--- src/design/csm_params.svh ---
`ifndef CSM_PARAMS_SVH
`define CSM_PARAMS_SVH

// Register offsets, word index on the 4-bit address port
`define CSM_ADDR_DIR_MODE 4'h0
`define CSM_ADDR_SETUP_MODE 4'h1
`define CSM_ADDR_PRESET_MODE 4'h2
`define CSM_ADDR_PROFILE 4'h3
`define CSM_ADDR_JOG1 4'h4
`define CSM_ADDR_JOG2 4'h5
`define CSM_ADDR_FMAX 4'h6
`define CSM_ADDR_STATUS 4'h7

// Reset values
`define CSM_RST_MODE 2'h3
`define CSM_RST_PROFILE 2'h1
`define CSM_RST_JOG 16'h0064
`define CSM_RST_FMAX 16'h1388

// Status word field positions
`define CSM_ST_CCW 0
`define CSM_ST_PRESET_LO 1
`define CSM_ST_PRESET_HI 2
`define CSM_ST_SETUP_LO 3
`define CSM_ST_SETUP_HI 5
`define CSM_ST_JOG 6

`endif

--- src/design/csm_pkg.sv ---
package csm_pkg;

  // Source selection for one command
  typedef enum logic [1:0] {
    CSM_SRC_DIG = 2'b00,
    CSM_SRC_SER = 2'b01,
    CSM_SRC_AND = 2'b10,
    CSM_SRC_OR = 2'b11
  } csm_src_type;

  // Telegram profile
  typedef enum logic [1:0] {
    CSM_PROF_STD = 2'b00,
    CSM_PROF_NATIVE = 2'b01,
    CSM_PROF_FAST = 2'b10
  } csm_prof_type;

  // Whole state of the top module
  typedef struct packed {
    csm_src_type dir_mode;
    csm_src_type setup_mode;
    csm_src_type preset_mode;
    csm_prof_type profile;
    logic [15:0] jog1;
    logic [15:0] jog2;
    logic [15:0] fmax;
    logic [15:0] rdata;
    logic ccw;
    logic [2:0] setup_no;
    logic [1:0] preset;
    logic jog_active;
    logic [15:0] jog_freq;
  } csm_state_type;

endpackage : csm_pkg

--- src/design/csm_merge.sv ---
`timescale 1ns/1ps
// Combines a digital and a serial code as the selected source mode asks
module csm_merge
  import csm_pkg::*;
#(
  parameter int W = 1
) (
  input wire csm_src_type mode_i,
  input wire logic [W-1:0] dig_i,
  input wire logic [W-1:0] ser_i,
  output logic [W-1:0] res_o
);

  // Bitwise selection; every code is legal
  always_comb begin
    unique case (mode_i)
      CSM_SRC_DIG: res_o = dig_i;
      CSM_SRC_SER: res_o = ser_i;
      CSM_SRC_AND: res_o = dig_i & ser_i;
      CSM_SRC_OR: res_o = dig_i | ser_i;
    endcase
  end

endmodule : csm_merge

--- src/design/csm_top.sv ---
// The implementer's own choices: the plain strobed port and the address map.
`timescale 1ns/1ps
`include "csm_params.svh"
// Function
// - Direction: digital, serial, AND or OR
// - Single-source setup number is code plus one
// - AND/OR setup number is combined code plus one
// - All source selections reset to OR
// - Serial preset bits only in native profile
// - Profile 0 enables two bus jog speeds
// - Jog speeds clamp to limit, reset 100 Hz
// - Profile codes 0..2, reset to 1
module csm_top
  import csm_pkg::*;
(
  input wire logic mclk_i,
  input wire logic srst_i,
  input wire logic [3:0] addr_i,
  input wire logic [15:0] wdata_i,
  input wire logic wr_i,
  input wire logic rd_i,
  output logic [15:0] rdata_o,
  input wire logic dig_dir_i,
  input wire logic bus_dir_i,
  input wire logic [1:0] dig_setup_i,
  input wire logic [1:0] bus_setup_i,
  input wire logic [1:0] dig_preset_i,
  input wire logic [1:0] bus_preset_i,
  input wire logic bus_jog1_i,
  input wire logic bus_jog2_i,
  output logic ccw_o,
  output logic [2:0] setup_no_o,
  output logic [1:0] preset_o,
  output logic jog_active_o,
  output logic [15:0] jog_freq_o
);

  csm_state_type st_q;
  csm_state_type st_d;
  logic dir_res;
  logic [1:0] setup_res;
  logic [1:0] preset_res;
  csm_src_type preset_eff;
  logic [15:0] wclamp;

  // Outside the native profile serial preset bits are ignored
  assign preset_eff = (st_q.profile == CSM_PROF_NATIVE) ? st_q.preset_mode : CSM_SRC_DIG;

  // Write data held to the frequency limit
  assign wclamp = (wdata_i > st_q.fmax) ? st_q.fmax : wdata_i;

  // One merge per command, each with its own mode
  csm_merge #(.W(1)) u_dir (
    .mode_i(st_q.dir_mode),
    .dig_i(dig_dir_i),
    .ser_i(bus_dir_i),
    .res_o(dir_res)
  );

  csm_merge #(.W(2)) u_setup (
    .mode_i(st_q.setup_mode),
    .dig_i(dig_setup_i),
    .ser_i(bus_setup_i),
    .res_o(setup_res)
  );

  csm_merge #(.W(2)) u_preset (
    .mode_i(preset_eff),
    .dig_i(dig_preset_i),
    .ser_i(bus_preset_i),
    .res_o(preset_res)
  );

  // Next state: register writes, read data, merged commands
  always_comb begin
    st_d = st_q;
    st_d.rdata = 16'h0000;
    if (wr_i) begin
      unique case (addr_i)
        `CSM_ADDR_DIR_MODE: st_d.dir_mode = csm_src_type'(wdata_i[1:0]);
        `CSM_ADDR_SETUP_MODE: st_d.setup_mode = csm_src_type'(wdata_i[1:0]);
        `CSM_ADDR_PRESET_MODE: st_d.preset_mode = csm_src_type'(wdata_i[1:0]);
        `CSM_ADDR_PROFILE: begin
          if (wdata_i[1:0] != 2'h3) begin
            st_d.profile = csm_prof_type'(wdata_i[1:0]);
          end
        end
        `CSM_ADDR_JOG1: st_d.jog1 = wclamp;
        `CSM_ADDR_JOG2: st_d.jog2 = wclamp;
        `CSM_ADDR_FMAX: st_d.fmax = wdata_i;
        default: st_d.fmax = st_q.fmax;
      endcase
    end
    if (rd_i) begin
      unique case (addr_i)
        `CSM_ADDR_DIR_MODE: st_d.rdata = {14'h0000, st_q.dir_mode};
        `CSM_ADDR_SETUP_MODE: st_d.rdata = {14'h0000, st_q.setup_mode};
        `CSM_ADDR_PRESET_MODE: st_d.rdata = {14'h0000, st_q.preset_mode};
        `CSM_ADDR_PROFILE: st_d.rdata = {14'h0000, st_q.profile};
        `CSM_ADDR_JOG1: st_d.rdata = st_q.jog1;
        `CSM_ADDR_JOG2: st_d.rdata = st_q.jog2;
        `CSM_ADDR_FMAX: st_d.rdata = st_q.fmax;
        `CSM_ADDR_STATUS: begin
          st_d.rdata[`CSM_ST_CCW] = st_q.ccw;
          st_d.rdata[`CSM_ST_PRESET_HI:`CSM_ST_PRESET_LO] = st_q.preset;
          st_d.rdata[`CSM_ST_SETUP_HI:`CSM_ST_SETUP_LO] = st_q.setup_no;
          st_d.rdata[`CSM_ST_JOG] = st_q.jog_active;
        end
        default: st_d.rdata = 16'h0000; // Unmapped reads as zero
      endcase
    end
    st_d.ccw = dir_res;
    st_d.setup_no = {1'b0, setup_res} + 3'h1;
    st_d.preset = preset_res;
    // Bus jog only in profile 0, jog 1 wins over jog 2
    st_d.jog_active = (st_q.profile == CSM_PROF_STD) && (bus_jog1_i || bus_jog2_i);
    if (!st_d.jog_active) begin
      st_d.jog_freq = 16'h0000;
    end else if (bus_jog1_i) begin
      st_d.jog_freq = (st_q.jog1 > st_q.fmax) ? st_q.fmax : st_q.jog1;
    end else begin
      st_d.jog_freq = (st_q.jog2 > st_q.fmax) ? st_q.fmax : st_q.jog2;
    end
  end

  // State register with synchronous reset
  always_ff @(posedge mclk_i) begin
    if (srst_i) begin
      st_q.dir_mode <= csm_src_type'(`CSM_RST_MODE);
      st_q.setup_mode <= csm_src_type'(`CSM_RST_MODE);
      st_q.preset_mode <= csm_src_type'(`CSM_RST_MODE);
      st_q.profile <= csm_prof_type'(`CSM_RST_PROFILE);
      st_q.jog1 <= `CSM_RST_JOG;
      st_q.jog2 <= `CSM_RST_JOG;
      st_q.fmax <= `CSM_RST_FMAX;
      st_q.rdata <= 16'h0000;
      st_q.ccw <= 1'b0;
      st_q.setup_no <= 3'h1;
      st_q.preset <= 2'h0;
      st_q.jog_active <= 1'b0;
      st_q.jog_freq <= 16'h0000;
    end else begin
      st_q <= st_d;
    end
  end

  // Outputs straight from the state flops
  assign rdata_o = st_q.rdata;
  assign ccw_o = st_q.ccw;
  assign setup_no_o = st_q.setup_no;
  assign preset_o = st_q.preset;
  assign jog_active_o = st_q.jog_active;
  assign jog_freq_o = st_q.jog_freq;

  // Checks on the merged commands and settings
  a_dir_and_mode: assert property (
    @(posedge mclk_i) disable iff (srst_i)
    (st_q.dir_mode == CSM_SRC_AND) |=> (ccw_o == ($past(dig_dir_i) && $past(bus_dir_i))))
    else $error("direction AND mode wrong");

  a_dir_ser_mode: assert property (
    @(posedge mclk_i) disable iff (srst_i)
    (st_q.dir_mode == CSM_SRC_SER) |=> (ccw_o == $past(bus_dir_i)))
    else $error("direction serial mode wrong");

  a_setup_dig_no: assert property (
    @(posedge mclk_i) disable iff (srst_i)
    (st_q.setup_mode == CSM_SRC_DIG) |=> (setup_no_o == 3'({1'b0, $past(dig_setup_i)} + 3'h1)))
    else $error("digital setup number wrong");

  a_setup_or_no: assert property (
    @(posedge mclk_i) disable iff (srst_i)
    (st_q.setup_mode == CSM_SRC_OR) |=> (setup_no_o == 3'({1'b0, $past(dig_setup_i | bus_setup_i)} + 3'h1)))
    else $error("OR setup number wrong");

  a_reset_defaults: assert property (
    @(posedge mclk_i)
    srst_i |=> (st_q.dir_mode == CSM_SRC_OR && st_q.setup_mode == CSM_SRC_OR &&
      st_q.preset_mode == CSM_SRC_OR && st_q.profile == CSM_PROF_NATIVE && st_q.jog1 == 16'h0064))
    else $error("reset defaults wrong");

  a_preset_ignore_ser: assert property (
    @(posedge mclk_i) disable iff (srst_i)
    (st_q.profile != CSM_PROF_NATIVE) |=> (preset_o == $past(dig_preset_i)))
    else $error("serial preset bits not ignored");

  a_jog_profile_gate: assert property (
    @(posedge mclk_i) disable iff (srst_i)
    (st_q.profile != CSM_PROF_STD) |=> !jog_active_o ##0 (jog_freq_o == 16'h0000))
    else $error("bus jog outside profile 0");

  a_jog_write_clamp: assert property (
    @(posedge mclk_i) disable iff (srst_i)
    (wr_i && addr_i == `CSM_ADDR_JOG1) |=> (st_q.jog1 <= $past(st_q.fmax)))
    else $error("jog speed above limit");

  a_profile_illegal: assert property (
    @(posedge mclk_i) disable iff (srst_i)
    (wr_i && addr_i == `CSM_ADDR_PROFILE && wdata_i[1:0] == 2'h3) |=> $stable(st_q.profile))
    else $error("illegal profile code taken");

  a_mode_independent: assert property (
    @(posedge mclk_i) disable iff (srst_i)
    (wr_i && addr_i == `CSM_ADDR_SETUP_MODE) |=> ($stable(st_q.dir_mode) && $stable(st_q.preset_mode)))
    else $error("mode write disturbed another command");

  a_dir_dig_mode: assert property (
    @(posedge mclk_i) disable iff (srst_i)
    (st_q.dir_mode == CSM_SRC_DIG) |=> (ccw_o == $past(dig_dir_i)))
    else $error("direction digital mode wrong");

  a_dir_or_mode: assert property (
    @(posedge mclk_i) disable iff (srst_i)
    (st_q.dir_mode == CSM_SRC_OR) |=> (ccw_o == ($past(dig_dir_i) || $past(bus_dir_i))))
    else $error("direction OR mode wrong");

  a_setup_ser_no: assert property (
    @(posedge mclk_i) disable iff (srst_i)
    (st_q.setup_mode == CSM_SRC_SER) |=> (setup_no_o == 3'({1'b0, $past(bus_setup_i)} + 3'h1)))
    else $error("serial setup number wrong");

  a_setup_and_no: assert property (
    @(posedge mclk_i) disable iff (srst_i)
    (st_q.setup_mode == CSM_SRC_AND) |=> (setup_no_o == 3'({1'b0, $past(dig_setup_i & bus_setup_i)} + 3'h1)))
    else $error("AND setup number wrong");

  a_preset_native_or: assert property (
    @(posedge mclk_i) disable iff (srst_i)
    (st_q.profile == CSM_PROF_NATIVE && st_q.preset_mode == CSM_SRC_OR) |=>
      (preset_o == ($past(dig_preset_i) | $past(bus_preset_i))))
    else $error("native profile preset merge wrong");

endmodule : csm_top

--- config.mk ---
export PLATFORM = sky130hd
export DESIGN_NAME = csm_top
export DESIGN_NICKNAME = d
export VERILOG_FILES = /design/src/design/csm_pkg.sv /design/src/design/csm_merge.sv /design/src/design/csm_top.sv
export VERILOG_INCLUDE_DIRS = /design/src /design/src/design
export SDC_FILE = /design/constraint.sdc
export NUM_CORES = 1
export LEC_CHECK = 0
export CAP_MARGIN = 10
export CORE_ASPECT_RATIO = 2
export CORE_MARGIN = 2
export CORE_UTILIZATION = 58
export CTS_CLUSTER_DIAMETER = 40
export DETAILED_ROUTE_END_ITERATION = 8
export DONT_BUFFER_PORTS = 1
export GPL_TIMING_DRIVEN = 1
export PLACE_DENSITY_LB_ADDON = 0.3
export SLEW_MARGIN = 0
export SYNTH_ARGS = -nofsm -noshare
export SYNTH_HDL_FRONTEND = slang
export SYNTH_SLANG_ARGS = --single-unit
--- constraint.sdc ---
create_clock -name mclk_i -period 3 [get_ports mclk_i]
set_clock_uncertainty 0.1 [all_clocks]
set_input_delay 0.6 -clock mclk_i [delete_from_list [all_inputs] [get_ports mclk_i]]
set_output_delay 0.6 -clock mclk_i [all_outputs]
set_load 0.005 [all_outputs]
==> run summary <==
synthesized area -> 5370 um2
Total Routing Usage GR -> 31.6%
met3 global-route usage -> 6.55%
RSZ-0062 raised after global routing -> false
IO buf count -> 0
Hold WS -> 214 ps
initial antenna violation count -> 0
syn avg cell area -> 8.49 um2
DRT Pass-1 Iters -> 5
met1 GRT Util -> 30.6%
status -> finished clean
total congestion overflow -> 0
initial cell density of the core -> 59.5%
drc violations -> 0
worst skew pair latency -> 350 ps
# diodes -> 0
Final period util -> 97.0%
CP startpoint kind -> flip-flop
Cell Pwr Density -> 478 nW/um2
DR WL/cell -> 22.2 um
H-Tree Depth -> 3
post-CTS setup buffers -> 0
CTS Sinks -> 95
share of cells above drive strength 1 -> 8.01%
TNS Setup -> 0 ps
Antenna Nets Post-Route -> 0
routed vias -> 4688
Crit Path Max Fanout -> 9
Clock Path Buffers -> 2
root buffer cell -> clkbuf_16
Pleak -> 2.34 nW
layer carrying the most global-route usage -> met2
Top Ports -> 75
core box area -> 9010 um2
post-DP HPWL -> 11000 um
worst reg2reg startpoint -> st_q[52]$_SDFFE_PP0P_
DIE AREA -> 10100 um2
Die Wd -> 72.0 um
commonest non-fill, non-tap cell in the layout -> dfxtp_1
first-pass GRT wire length -> 24000 um
Worst VDD drop -> 325 uV
Crit. End Element -> flip-flop
crit path DAT -> 3040 ps
Worst slew margin -> 42.3%
Layout Nets -> 680
WL final -> 15600 um
vias in the first global route -> 4772
CTS tree -> done
Least-Margin Pin Slew -> 864 ps
CTS buffer count -> 9
number of distinct library cells after synthesis -> 50
Synth async-reset ratio -> 0%
Setup CP Type -> reg2reg
Seq/Total Area, Yosys -> 35.4%
gpl congestion -> 0.914
Initial DRC Count -> 315
most frequent cells in the layout -> dfxtp_1, nand2_1, nor2_1
Die Y -> 140 um
CTS clk-pin slew, worst paths -> 60 ps
max-slew violation total from the final report -> 0
Synth Instances -> 632
row cnt -> 49
Hold Vio Cnt, Final -> 0
largest net degree at the start of global routing -> 34
min-delay worst type -> in2reg
Mapped Nets -> 717
Finish-stage setup viols -> 0
hold_sp -> srst_i
fmax -> 344 MHz
vias per inst -> 6.69
number of synthesized flops with an enable pin -> 0
most used flip-flop cell after synthesis -> dfxtp_1
Req. time, crit path -> 3130 ps
met2 usage -> 57.0%
minimum clock period -> 2910 ps
max_cap viols -> 0
Yosys warnings -> 0
Synth Register Bits -> 95
area delta synth->final -> 3.73%
Setup crit start -> st_q[52]$_SDFFE_PP0P_
==> final cells by class <==
type	instances	area, um2
Tap cell	102	128
Clock buffer	10	229
Multi-Input combinational cell	447	3000
Sequential cell	95	1900
Clock inverter	5	58.8
Timing Repair Buffer	21	170
Fill cell	777	3450
Inverter	21	78.8
==> worst max-delay path: stages (launching register included) <==
cell	delay, ps
dfxtp_1	410
inv_1	110
ha_1	310
nand4_1	190
buf_4	200
nor3_1	440
a2111oi_4	100
a31oi_2	270
nor2_1	90
buf_4	200
a221o_1	380
==> through the flow <==
stage | power (mW) | cells | instance area, um2 | utilization, % | worst slack, ps
floorplan | 1.52 | 632 | 5370 | - | 421
global placement | 1.54 | 686 | 5250 | 58.3 | 65.2
detailed placement | 1.55 | 686 | 5250 | 58.3 | 35.7
CTS | 2.66 | 701 | 5540 | 61.5 | 13.8
global route | 2.76 | 701 | 5570 | 61.8 | 3.18
finish | 2.66 | 701 | 5570 | 61.8 | 89.1
==> worst paths after layout <==
kind | endpoint | depth (start not counted) | slack (ps)
max | jog_freq_o[10]$_SDFF_PP0_ | 10 | 90
min | setup_no_o[1]$_SDFF_PP0_ | 1 | 210
max reg2reg | jog_freq_o[10]$_SDFF_PP0_ | 10 | 90
min reg2reg | st_q[45]$_SDFFE_PP0P_ | 2 | 400
==> power breakdown <==
part / switching, mW / total [mW] / internal, mW
Combinational: 0.126 / 0.219 / 0.0929
Sequential: 0.0250 / 1.31 / 1.29
Clock: 0.487 / 1.13 / 0.643
Total: 0.638 / 2.66 / 2.02
==> cell families (layout without fill, tap and decap cells) <==
group,count (synthesis),count (layout),synth area share (%)
mux,36,36,7.02
fa+ha+maj,49,49,11.4
buf+inv,90,57,9.37
simple gates,195,195,16.4
flops,95,95,35.4
compound gates,167,167,20.4
==> per-layer routing <==
layer,vias to the layer above,share of wire [%],wire [um]
met4,0,7.1,1110
met3,95,6.5,1010
met2,243,53,8280
met5,-,0,0
li1,2151,-,-
met1,2199,33,5150
==> Yosys cell counts, drive strengths merged, types with 2 or more instances <==
| cell | instances | area, um2 |
|---|---|---|
| dfxtp | 95 | 1900 |
| nand2 | 73 | 274 |
| nor2 | 65 | 244 |
| a21oi | 58 | 290 |
| ha | 49 | 613 |
| buf | 46 | 338 |
| o21ai | 34 | 170 |
| mux2i | 32 | 320 |
| clkbuf | 23 | 86.3 |
| inv | 21 | 78.8 |
| a221o | 17 | 170 |
| nand3 | 14 | 70.1 |
| a211oi | 13 | 97.6 |
| nor2b | 11 | 68.8 |
| o211ai | 9 | 67.6 |
| a221oi | 7 | 61.3 |
| nand4 | 7 | 50.1 |
| a21o | 6 | 45.0 |
| and2 | 6 | 37.5 |
| nor3 | 6 | 30.0 |
| o22ai | 5 | 31.3 |
| nor4 | 4 | 40.0 |
| a21boi | 3 | 26.3 |
| a22o | 3 | 26.3 |
| and3 | 3 | 18.8 |
| mux2 | 3 | 33.8 |
| a22oi | 2 | 15.0 |
| and4 | 2 | 17.5 |
| nor3b | 2 | 15.0 |
==> registers in the layout (all words and copies together), names as in the netlist <==
name,cells
ccw_o,1
jog_active_o,1
jog_freq_o,16
preset_o,2
rdata_o,16
setup_no_o,3
st_q,56
==> timing repair <==
| item | CTS | global route |
|---|---|---|
| hold buffers | 0 | 0 |
| setup endpoints to repair | 0 | 16 |
| gates resized for setup | 0 | 3 |
| hold endpoints to repair | 0 | 0 |
Note: power is estimated with default switching activity, not from simulation.
